## src/inc/gphy_cfg.svh

```systemverilog
`ifndef GPHY_CFG_SVH
`define GPHY_CFG_SVH

// port numbering and register indices (byte address is four times the index)
`define GPHY_NPORT 5
`define GPHY_PORT_FIRST 3'h1
`define GPHY_CTL_IDX 12'h112
`define GPHY_STS_IDX 12'h114
`define GPHY_IRQ_STAT_IDX 15'h0010
`define GPHY_IRQ_MASK_IDX 15'h0011

// control word fields
`define GPHY_TEST_HI 15
`define GPHY_TEST_LO 13
`define GPHY_MS_MAN_BIT 12
`define GPHY_MS_VAL_BIT 11
`define GPHY_PTYPE_BIT 10
`define GPHY_ADV_FD_BIT 9
`define GPHY_ADV_HD_BIT 8

// status word fields
`define GPHY_FAULT_BIT 15
`define GPHY_RESOLVED_BIT 14
`define GPHY_LRX_BIT 13
`define GPHY_RRX_BIT 12
`define GPHY_LP_FD_BIT 11
`define GPHY_LP_HD_BIT 10

// transmitter test codes
`define GPHY_TEST_NORMAL 3'h0
`define GPHY_TEST_LAST 3'h4

// reset values
`define GPHY_TEST_RST 3'h0
`define GPHY_MS_MAN_RST 1'h0
`define GPHY_MS_VAL_RST 1'h0
`define GPHY_PTYPE_RST 1'h1
`define GPHY_ADV_FD_RST 1'h1
`define GPHY_ADV_HD_RST 1'h1
`define GPHY_IDLE_CNT_RST 8'h00
`define GPHY_IDLE_CNT_MAX 8'hFF
`define GPHY_PAIRS_ON 4'hF
`define GPHY_PAIRS_OFF 4'h0

// interrupt status layout: faults in low bits, counter saturation above
`define GPHY_IRQ_SAT_LO 5

`endif

```

## src/inc/gphy_pkg.sv

```systemverilog
package gphy_pkg;
	typedef logic [2:0] tx_test_t;
	typedef logic [7:0] idle_cnt_t;
	typedef logic [15:0] reg16_t;
	typedef enum logic {BUS_IDLE, BUS_ACK} bus_state_t;
endpackage

```

## src/inc/port_bus_if.sv

```systemverilog
`timescale 1ns/100ps
// register strobes between the bus slave and one port's register pair
interface port_bus_if;
	logic wr_ctl;
	logic rd_sts;
	logic [15:0] wdata;
	logic [1:0] be;
	logic [15:0] ctl;
	logic [15:0] sts;
	logic ev_fault;
	logic ev_sat;
	modport bus (output wr_ctl, rd_sts, wdata, be, input ctl, sts, ev_fault, ev_sat);
	modport port (input wr_ctl, rd_sts, wdata, be, output ctl, sts, ev_fault, ev_sat);
endinterface

```

## src/hw/gphy_port_regs.sv

```systemverilog
`timescale 1ns/100ps
`include "gphy_cfg.svh"
module gphy_port_regs
	import gphy_pkg::*;
(
	input wire logic i_sys_clk,
	input wire logic i_rst_n,
	port_bus_if.port bus,
	input wire logic i_forced_gig,
	input wire logic i_ms_fault,
	input wire logic i_resolved_master,
	input wire logic i_local_rx_ok,
	input wire logic i_remote_rx_ok,
	input wire logic i_lp_adv_fd,
	input wire logic i_lp_adv_hd,
	input wire logic i_rx_idle,
	input wire logic i_tx_send_n,
	input wire logic i_rx_error,
	output logic [2:0] o_test_mode,
	output logic [3:0] o_pair_drive,
	output logic o_ms_force_en,
	output logic o_ms_force_master,
	output logic o_prefer_master,
	output logic o_adv_fd,
	output logic o_adv_hd
);

	tx_test_t test_mode;
	logic ms_manual;
	logic ms_value;
	logic port_type;
	logic adv_fd;
	logic adv_hd;
	logic fault;
	idle_cnt_t idle_cnt;
	wire idle_hit;
	wire test_valid;
	wire cnt_full;

	////////////////////////////////////////////////////////////////////////
	// control word: upper byte lane holds every writable field
	always_ff @(posedge i_sys_clk or negedge i_rst_n)
	begin
		if (!i_rst_n)
		begin
			test_mode <= `GPHY_TEST_RST;
			ms_manual <= `GPHY_MS_MAN_RST;
			ms_value <= `GPHY_MS_VAL_RST;
			port_type <= `GPHY_PTYPE_RST;
			adv_fd <= `GPHY_ADV_FD_RST;
			adv_hd <= `GPHY_ADV_HD_RST;
		end
		else if (bus.wr_ctl && bus.be[1])
		begin
			test_mode <= bus.wdata[`GPHY_TEST_HI:`GPHY_TEST_LO];
			ms_manual <= bus.wdata[`GPHY_MS_MAN_BIT];
			ms_value <= bus.wdata[`GPHY_MS_VAL_BIT];
			port_type <= bus.wdata[`GPHY_PTYPE_BIT];
			adv_fd <= bus.wdata[`GPHY_ADV_FD_BIT];
			adv_hd <= bus.wdata[`GPHY_ADV_HD_BIT];
		end
	end

	// reserved codes 101..111 are stored and passed to o_test_mode but drive no pairs
	assign test_valid = (test_mode != `GPHY_TEST_NORMAL) && (test_mode <= `GPHY_TEST_LAST);
	assign idle_hit = i_rx_idle && i_tx_send_n && i_rx_error;
	assign cnt_full = (idle_cnt == `GPHY_IDLE_CNT_MAX);

	////////////////////////////////////////////////////////////////////////
	// role and advertisement outputs; value and preference gated by enable
	always_ff @(posedge i_sys_clk or negedge i_rst_n)
	begin
		if (!i_rst_n)
		begin
			o_test_mode <= `GPHY_TEST_RST;
			o_pair_drive <= `GPHY_PAIRS_OFF;
			o_ms_force_en <= 1'h0;
			o_ms_force_master <= 1'h0;
			o_prefer_master <= 1'h0;
			o_adv_fd <= 1'h0;
			o_adv_hd <= 1'h0;
		end
		else
		begin
			o_test_mode <= test_mode;
			// all four pairs, no partner needed, only after speed is forced
			o_pair_drive <= (test_valid && i_forced_gig) ? `GPHY_PAIRS_ON : `GPHY_PAIRS_OFF;
			o_ms_force_en <= ms_manual;
			o_ms_force_master <= ms_manual && ms_value;
			o_prefer_master <= !ms_manual && port_type;
			o_adv_fd <= adv_fd;
			o_adv_hd <= adv_hd;
		end
	end

	////////////////////////////////////////////////////////////////////////
	// sticky fault and idle error count; a new event beats the read clear
	always_ff @(posedge i_sys_clk or negedge i_rst_n)
	begin
		if (!i_rst_n)
		begin
			fault <= 1'h0;
			idle_cnt <= `GPHY_IDLE_CNT_RST;
		end
		else
		begin
			fault <= i_ms_fault || (fault && !bus.rd_sts);
			if (bus.rd_sts)
				idle_cnt <= idle_hit ? 8'h01 : `GPHY_IDLE_CNT_RST;
			else if (idle_hit && !cnt_full)
				idle_cnt <= idle_cnt + 8'h01;
		end
	end

	assign bus.ev_fault = i_ms_fault;
	assign bus.ev_sat = idle_hit && (idle_cnt == 8'hFE) && !bus.rd_sts;
	assign bus.ctl = {test_mode, ms_manual, ms_value, port_type, adv_fd, adv_hd, 8'h00};
	// reserved pair 9:8 reads 00
	assign bus.sts = {fault, i_resolved_master, i_local_rx_ok, i_remote_rx_ok,
		i_lp_adv_fd, i_lp_adv_hd, 2'h0, idle_cnt};

endmodule

```

## src/hw/gphy_regs_top.sv

```systemverilog
// Our own choice: the Wishbone interface to the registers.
`timescale 1ns/100ps
`include "gphy_cfg.svh"

//////////////////////////////////////////////////////////////////////////////
// gigabit control and status register bank for five PHY ports, reached over
// a classic Wishbone slave with 32-bit data; 16-bit registers sit in the low
// half of each word, upper bits read zero.
//////////////////////////////////////////////////////////////////////////////

// Contract
// - one control and status pair per port 1-5
// - three-bit test field selects transmitter test
// - test waveform on all four pairs
// - enable bit selects manual role, resets 0
// - value bit forces master/slave when manual
// - port type gives role preference, resets 1
// - advertise gigabit full duplex, resets 1
// - advertise gigabit half duplex, resets 1
// - sticky role fault, cleared on read
// - resolution bit shows master or slave
// - local and remote receiver OK bits
// - partner gigabit abilities; reserved bits zero
// - idle error counter, qualified, clears on read
module gphy_regs_top
	import gphy_pkg::*;
(
	input wire logic i_sys_clk,
	input wire logic i_rst_n,
	input wire logic i_wb_cyc,
	input wire logic i_wb_stb,
	input wire logic i_wb_we,
	input wire logic [16:0] i_wb_adr,
	input wire logic [3:0] i_wb_sel,
	input wire logic [31:0] i_wb_dat,
	output logic [31:0] o_wb_dat,
	output logic o_wb_ack,
	output logic o_irq,
	input wire logic [4:0] i_forced_gig,
	input wire logic [4:0] i_ms_fault,
	input wire logic [4:0] i_resolved_master,
	input wire logic [4:0] i_local_rx_ok,
	input wire logic [4:0] i_remote_rx_ok,
	input wire logic [4:0] i_lp_adv_fd,
	input wire logic [4:0] i_lp_adv_hd,
	input wire logic [4:0] i_rx_idle,
	input wire logic [4:0] i_tx_send_n,
	input wire logic [4:0] i_rx_error,
	output logic [14:0] o_test_mode,
	output logic [19:0] o_pair_drive,
	output logic [4:0] o_ms_force_en,
	output logic [4:0] o_ms_force_master,
	output logic [4:0] o_prefer_master,
	output logic [4:0] o_adv_fd,
	output logic [4:0] o_adv_hd
);

	localparam int NPORT = `GPHY_NPORT;

	bus_state_t bus_state;
	bus_state_t next_bus_state;
	logic [9:0] irq_stat;
	logic [9:0] irq_mask;
	logic [9:0] next_irq_stat;

	wire [14:0] reg_idx;
	wire [2:0] port_digit;
	wire [11:0] port_off;
	wire req_new;
	wire req_commit;
	wire rd_take;
	wire wr_take;
	wire hit_irq_stat;
	wire hit_irq_mask;
	wire [NPORT-1:0] hit_ctl;
	wire [NPORT-1:0] hit_sts;
	wire [NPORT-1:0] ev_fault;
	wire [NPORT-1:0] ev_sat;
	wire [9:0] irq_events;
	wire [15:0] port_rdata [NPORT];
	wire [15:0] irq_rdata;
	logic [15:0] sel_rdata;

	//////////////////////////////////////////////////////////////////////////
	// address decode: printed offsets are word indices, so byte address
	// bits 1:0 are dropped and the port number is the top index digit
	assign reg_idx = i_wb_adr[16:2];
	assign port_digit = reg_idx[14:12];
	assign port_off = reg_idx[11:0];
	assign hit_irq_stat = (reg_idx == `GPHY_IRQ_STAT_IDX);
	assign hit_irq_mask = (reg_idx == `GPHY_IRQ_MASK_IDX);

	//////////////////////////////////////////////////////////////////////////
	// bus handshake: a request is seen in BUS_IDLE, acked one cycle later.
	// reads sample and clear at the first edge so no count slips between
	// the captured value and the clear; writes land on the ack edge.
	assign req_new = i_wb_cyc && i_wb_stb && (bus_state == BUS_IDLE);
	assign req_commit = i_wb_cyc && i_wb_stb && (bus_state == BUS_ACK);
	assign rd_take = req_new && !i_wb_we;
	assign wr_take = req_commit && i_wb_we;

	always_comb
	begin
		next_bus_state = bus_state;
		case (bus_state)
			BUS_IDLE:
				if (i_wb_cyc && i_wb_stb)
					next_bus_state = BUS_ACK;
			BUS_ACK:
				next_bus_state = BUS_IDLE;
			default:
				next_bus_state = BUS_IDLE;
		endcase
	end

	// state register and ack; ack is high exactly while in BUS_ACK
	always_ff @(posedge i_sys_clk or negedge i_rst_n)
	begin
		if (!i_rst_n)
		begin
			bus_state <= BUS_IDLE;
			o_wb_ack <= 1'h0;
		end
		else
		begin
			bus_state <= next_bus_state;
			o_wb_ack <= (next_bus_state == BUS_ACK);
		end
	end

	//////////////////////////////////////////////////////////////////////////
	// one register pair per port; the loop index p serves port p+1
	genvar p;
	generate
		for (p = 0; p < NPORT; p++)
		begin : g_port
			port_bus_if pbus();

			assign hit_ctl[p] = (port_digit == 3'(p + 1)) && (port_off == `GPHY_CTL_IDX);
			assign hit_sts[p] = (port_digit == 3'(p + 1)) && (port_off == `GPHY_STS_IDX);
			assign pbus.wr_ctl = wr_take && hit_ctl[p];
			assign pbus.rd_sts = rd_take && hit_sts[p];
			assign pbus.wdata = i_wb_dat[15:0];
			assign pbus.be = i_wb_sel[1:0];
			assign ev_fault[p] = pbus.ev_fault;
			assign ev_sat[p] = pbus.ev_sat;
			assign port_rdata[p] = hit_ctl[p] ? pbus.ctl : (hit_sts[p] ? pbus.sts : 16'h0000);

			gphy_port_regs u_port (
				.i_sys_clk(i_sys_clk),
				.i_rst_n(i_rst_n),
				.bus(pbus),
				.i_forced_gig(i_forced_gig[p]),
				.i_ms_fault(i_ms_fault[p]),
				.i_resolved_master(i_resolved_master[p]),
				.i_local_rx_ok(i_local_rx_ok[p]),
				.i_remote_rx_ok(i_remote_rx_ok[p]),
				.i_lp_adv_fd(i_lp_adv_fd[p]),
				.i_lp_adv_hd(i_lp_adv_hd[p]),
				.i_rx_idle(i_rx_idle[p]),
				.i_tx_send_n(i_tx_send_n[p]),
				.i_rx_error(i_rx_error[p]),
				.o_test_mode(o_test_mode[3*p +: 3]),
				.o_pair_drive(o_pair_drive[4*p +: 4]),
				.o_ms_force_en(o_ms_force_en[p]),
				.o_ms_force_master(o_ms_force_master[p]),
				.o_prefer_master(o_prefer_master[p]),
				.o_adv_fd(o_adv_fd[p]),
				.o_adv_hd(o_adv_hd[p])
			);
		end
	endgenerate

	//////////////////////////////////////////////////////////////////////////
	// interrupt status: faults in 4:0, counter saturation in 9:5.
	// write one to clear; an event in the clearing cycle still sets
	assign irq_events = {ev_sat, ev_fault};
	assign irq_rdata = hit_irq_stat ? {6'h00, irq_stat} :
		(hit_irq_mask ? {6'h00, irq_mask} : 16'h0000);

	always_comb
	begin
		next_irq_stat = irq_stat;
		if (wr_take && hit_irq_stat)
		begin
			if (i_wb_sel[0])
				next_irq_stat[7:0] = irq_stat[7:0] & ~i_wb_dat[7:0];
			if (i_wb_sel[1])
				next_irq_stat[9:8] = irq_stat[9:8] & ~i_wb_dat[9:8];
		end
		next_irq_stat = next_irq_stat | irq_events;
	end

	// status, mask and the level interrupt, all registered
	always_ff @(posedge i_sys_clk or negedge i_rst_n)
	begin
		if (!i_rst_n)
		begin
			irq_stat <= 10'h000;
			irq_mask <= 10'h000;
			o_irq <= 1'h0;
		end
		else
		begin
			irq_stat <= next_irq_stat;
			if (wr_take && hit_irq_mask && i_wb_sel[0])
				irq_mask[7:0] <= i_wb_dat[7:0];
			if (wr_take && hit_irq_mask && i_wb_sel[1])
				irq_mask[9:8] <= i_wb_dat[9:8];
			// one cycle behind both the status bit and the mask register
			o_irq <= |(irq_stat & irq_mask);
		end
	end

	//////////////////////////////////////////////////////////////////////////
	// read data: at most one source decodes, so an OR of the ports is safe;
	// unmapped addresses answer with ack and zero data
	always_comb
	begin
		sel_rdata = irq_rdata;
		for (int k = 0; k < NPORT; k++)
			sel_rdata = sel_rdata | port_rdata[k];
	end

	// captured on the request edge and held through the ack cycle
	always_ff @(posedge i_sys_clk or negedge i_rst_n)
	begin
		if (!i_rst_n)
			o_wb_dat <= 32'h00000000;
		else if (rd_take)
			o_wb_dat <= {16'h0000, sel_rdata};
	end

endmodule

```

## config.mk

```make
export PLATFORM = sky130hd
export DESIGN_NAME = gphy_regs_top
export DESIGN_NICKNAME = d
export VERILOG_FILES = /design/src/inc/gphy_pkg.sv /design/src/inc/port_bus_if.sv /design/src/hw/gphy_port_regs.sv /design/src/hw/gphy_regs_top.sv
export VERILOG_INCLUDE_DIRS = /design/src /design/src/inc
export SDC_FILE = /design/constraint.sdc
export NUM_CORES = 1
export LEC_CHECK = 0
export BUFFER_PORTS_ARGS = -buffer_cell sky130_fd_sc_hd__buf_4
export CAP_MARGIN = 20
export CELL_PAD_IN_SITES_DETAIL_PLACEMENT = 2
export CELL_PAD_IN_SITES_GLOBAL_PLACEMENT = 2
export CORE_MARGIN = 4
export CORE_UTILIZATION = 37
export DETAILED_ROUTE_END_ITERATION = 10
export HOLD_SLACK_MARGIN = 0.12
export PLACE_DENSITY_LB_ADDON = 0.1
export SLEW_MARGIN = 40
export SYNTH_ARGS = -nofsm -noshare
export SYNTH_HDL_FRONTEND = slang
export SYNTH_SLANG_ARGS = --single-unit
```

## constraint.sdc

```tcl
create_clock -name i_sys_clk -period 3.06 [get_ports i_sys_clk]
set_input_delay 0.306 -clock i_sys_clk [delete_from_list [all_inputs] [get_ports i_sys_clk]]
set_output_delay 0.306 -clock i_sys_clk [all_outputs]
set_load 0.01 [all_outputs]
```

==> results.txt <==
----------------------------------------------------
[Global routing]
  Overflow left after global routing ... 0
  Via count of the first global-routing pass ... 7677
  Number of antenna violations at the first check in global routing ... 0
  Pin count of the biggest net entering global routing ... 63
  Global-route wire length before repair ... 44100 µm
  Total routing usage reported by global routing ... 0.2315

[Power and ir drop]
  Proportion of total power due to net switching ... 0.3088
  Leakage power of the design ... 4.918 nW
  Power Internal ... 3.968 mW
  Total power per unit cell area ... 551.4 nW/µm²
  Clock share of power ... 0.381
  Register share of total power ... 0.469
  Net switching power of the design ... roughly 1.8 mW
  Comb pwr share ... 0.151
  Worst voltage drop across the vdd grid ... 0.3657 mV
  Overall power consumption ... between 5 and 6 mW

[STA]
  Unrepaired setup endpoints after global routing ... no
  Minimum clock period after layout ... 2.256 ns
  Post-route clock period utilization ... 0.7374
  Worst slew margin ... 0.4848
  Layout Skew ... 0.01036 ns
  Number of hold violations in the final report ... 0
  Transition time of the tightest slew-check pin ... 0.7681 ns
  Final TNS setup ... 0 ns
  Maximum clock rate ... 443.2 MHz
  Final setup viols ... 0
  Pins over their slew limit ... 0

[Critical path]
  Worst Setup End Kind ... flop
  Critical Path Slowest Stage Cell ... a211oi_1
  CP Class ... reg2reg
  Count of cells along the worst register-to-register path ... 6
  R2r endpoint ... g_port[4].u_port.idle_cnt[3]$_DFFE_PN0P_
  Ordered list of cells on the worst path ... ha_1 > and3_1 > a211oi_1 > nand3_1 > xor2_1 > nor2_1
  Crit path largest cell delay ... 0.67 ns
  Setup slack of the most critical reg-to-reg path ... 0.80 ns
  Arr. time, crit path ... 2.58 ns
  Kind of cell adding the most delay to the critical path ... compound AO/OA/AOI/OAI gates
  Required time reported for the critical path endpoint ... roughly 3.4 ns
  Count of cell instances traversed by the critical path ... 6
  Worst flop-to-flop path startpoint ... g_port[4].u_port.idle_cnt[1]$_DFFE_PN0P_
  CP bufs+invs ... 0
  Max FO, Critical Path ... 7
  Kind of start point of the critical path ... flop

[Drt]
  Per-cell routed wire length ... 23.45 µm
  Number of DRC markers after the initial detailed-route iteration ... 294
  Routed via count divided by cell count ... between 5 and 6
  Via Count ... 6686
  Detailed Routing Iterations Pass 1 ... 4
  Antenna Nets Post-Route ... 0
  DRC Markers ... 0
  Final routed wirelength across all metal layers ... 28660 µm

[Job]
  Max cap viols ... 0

[Yosys]
  Number of enable flip-flop cells after synthesis ... 0
  Top_reg_cell synth ... dfrtp_1
  Synth unique cells ... 61
  Instance count of the mapped netlist ... 773
  Register bit total from synthesis ... 168
  Synthesized area per cell ... 10.80 µm²
  YS warnings ... 0
  Post-synthesis instance area ... around 8300 µm²
  Share of synthesized registers carrying an async set or reset ... 1.000
  Sequential element share of the synthesized area ... 0.5060

[CTS]
  Buffer levels on the longest clock path ... 2
  Reg clk slew, reported paths ... 0.07 ns
  Cell at the root of the clock tree ... clkbuf_16
  Number of clock sinks ... 168
  Setup fix buffers added after clock tree synthesis ... 0
  Number of buffers inserted for hold repair after clock tree synthesis ... 16
  Number of clock buffers inserted by TritonCTS ... 17
  H-tree levels ... 4
  Clock latency reported for the late side of the worst-skew pair ... 0.43 ns
  Count of cells resized by post-cts repair ... 0
  TritonCTS clock tree ... done

[Layout]
  Area of combinational cells with multiple inputs ... around 3600 µm²
  Layout Cell Area excl Fill ... 10410 µm²
  # diodes ... 0
  Area occupied by registers ... between 4000 and 5000 µm²
  Commonest non-fill, non-tap cell in the layout ... buf_4
  Highest-count cells in the layout ignoring fill and taps ... buf_4 (187), dfrtp_1 (153), nor2_1 (71), mux2_2 (64), nand2_1 (58)
  Area grow syn2layout ... 24.74%
  Final net count ... 1047
  Final design utilization ... 0.4726
  Count of filler cells inserted in the layout ... 2285
  Layout cell share with drive strength beyond 1 ... 0.3333

[Status]
  Outcome ... complete, no violations

[Floorplanning]
  Io pins ... 202
  Initial standard-cell utilization of the core ... 0.3789
  Cell Rows ... 54
  Core outline area ... 22030 µm²
  Die outline height ... 158.2 µm
  X dimension of the die ... 158.2 µm
  Total die area ... about 25000 µm²

[Placed design]
  Port Buffer Count ... 165
  Global placement routability congestion ... between 0.8 and 0.9
  Detailed placer's ending HPWL ... 20490 µm
  Area post-placement ... 9663 µm²

[Min path]
  Worst hold path cell count ... 2
  HP Class ... in2reg
  Min-delay src ... i_forced_gig[3]
  Endpoint of the worst hold-timing path ... g_port[3].u_port.o_pair_drive[2]$_DFF_PN0_

----------------------------------------------------
==> registers in the layout (all words and copies together) (netlist names), 10 cells and up <==
register,count
g_port.u_port.idle_cnt,40
o_wb_dat,16
g_port.u_port.o_test_mode,15
g_port.u_port.test_mode,15
irq_mask,10
irq_stat,10
==> power groups by stage <==
stage	logic (mW)	registers [mW]	clock network, mW
after floorplan	0.482	2.63	0
after global placement	0.787	2.70	0
after detailed placement	0.844	2.72	0
after CTS	0.878	2.69	2.23
after global routing	0.966	2.72	2.32
final	0.865	2.69	2.19
==> cells by family (layout without fill, tap and decap cells) <==
logic type / count (synthesis) / count (layout) / share of synthesized area
and+or+nand+nor: 263 / 263 / 0.1660
xor gates and xnor gates: 28 / 28 / 0.02939
AOI/OAI and AO/OA: 122 / 122 / 0.1046
DFF: 168 / 168 / 0.5060
other: 1 / 16 / 0.0004493
buffers and inverters: 99 / 253 / 0.07062
muxes: 82 / 82 / 0.1079
adders and majority gates: 10 / 10 / 0.01499
==> worst reg2reg max path: cells and delay by family, from the launching register on <==
family                     cells  cell delay, ns
AOI/OAI and AO/OA              1            0.67
and+or+nand+nor                3            0.50
xor gates and xnor gates       1            0.19
adders and majority gates      1            0.28
DFF                            1            0.51
==> cell usage after synthesis, drive strengths merged, types with 14 or more instances <==
library cell | n | share of area
nand3 | 20 | 0.013
xnor2 | 14 | 0.015
dfstp | 15 | 0.047
xor2 | 14 | 0.015
mux2 | 64 | 0.086
a21oi | 16 | 0.0096
inv | 16 | 0.0072
mux2i | 18 | 0.022
a221oi | 17 | 0.018
a31oi | 18 | 0.013
dfrtp | 153 | 0.46
buf | 67 | 0.056
o21ai | 16 | 0.0096
clkbuf | 16 | 0.0072
and3 | 18 | 0.013
nand4 | 16 | 0.012
a22o | 15 | 0.016
nand2 | 58 | 0.026
nor2 | 74 | 0.034
nor3 | 22 | 0.015
==> cell type report <==
type                    instances  area share
multi-input cells             521      0.3453
clock inverters                14     0.01514
repair buffers                205      0.1532
well taps                     280     0.03365
flip-flops and latches        168      0.4056
inverters                      16    0.005769
clock buffers                  18     0.04123
==> per-stage QoR <==
stage          hold WS, ns  setup WS (ns)  cells
3_3_place_gp        0.2044         0.5297   1174
3_5_place_dp        0.2035         0.4480   1174
2_1_floorplan      0.01041         0.9103    788
6_report            0.1321         0.8036   1222
4_1_cts             0.1218         0.8679   1222
5_1_grt             0.1334         0.7310   1222
==> worst max-delay path by stage <==
stage                                                   startpoint                                  endpoint
after floorplan                                        i_wb_adr[2]  g_port[2].u_port.idle_cnt[0]$_DFFE_PN0P_
after global placement                                i_wb_adr[14]  g_port[3].u_port.idle_cnt[0]$_DFFE_PN0P_
after detailed placement                              i_wb_adr[14]  g_port[3].u_port.idle_cnt[0]$_DFFE_PN0P_
after CTS                 g_port[4].u_port.idle_cnt[1]$_DFFE_PN0P_  g_port[4].u_port.idle_cnt[7]$_DFFE_PN0P_
after global routing      g_port[4].u_port.idle_cnt[1]$_DFFE_PN0P_  g_port[4].u_port.idle_cnt[5]$_DFFE_PN0P_
final                     g_port[4].u_port.idle_cnt[1]$_DFFE_PN0P_  g_port[4].u_port.idle_cnt[3]$_DFFE_PN0P_
==> layer usage <==
layer | track usage | part of all wire
met5 | 0 | 0
met3 | 0.03089 | 0.037
met1 | 0.2719 | 0.40
met2 | 0.4396 | 0.54
met4 | 0.06377 | 0.018
Note: power is estimated with default switching activity, not from simulation.
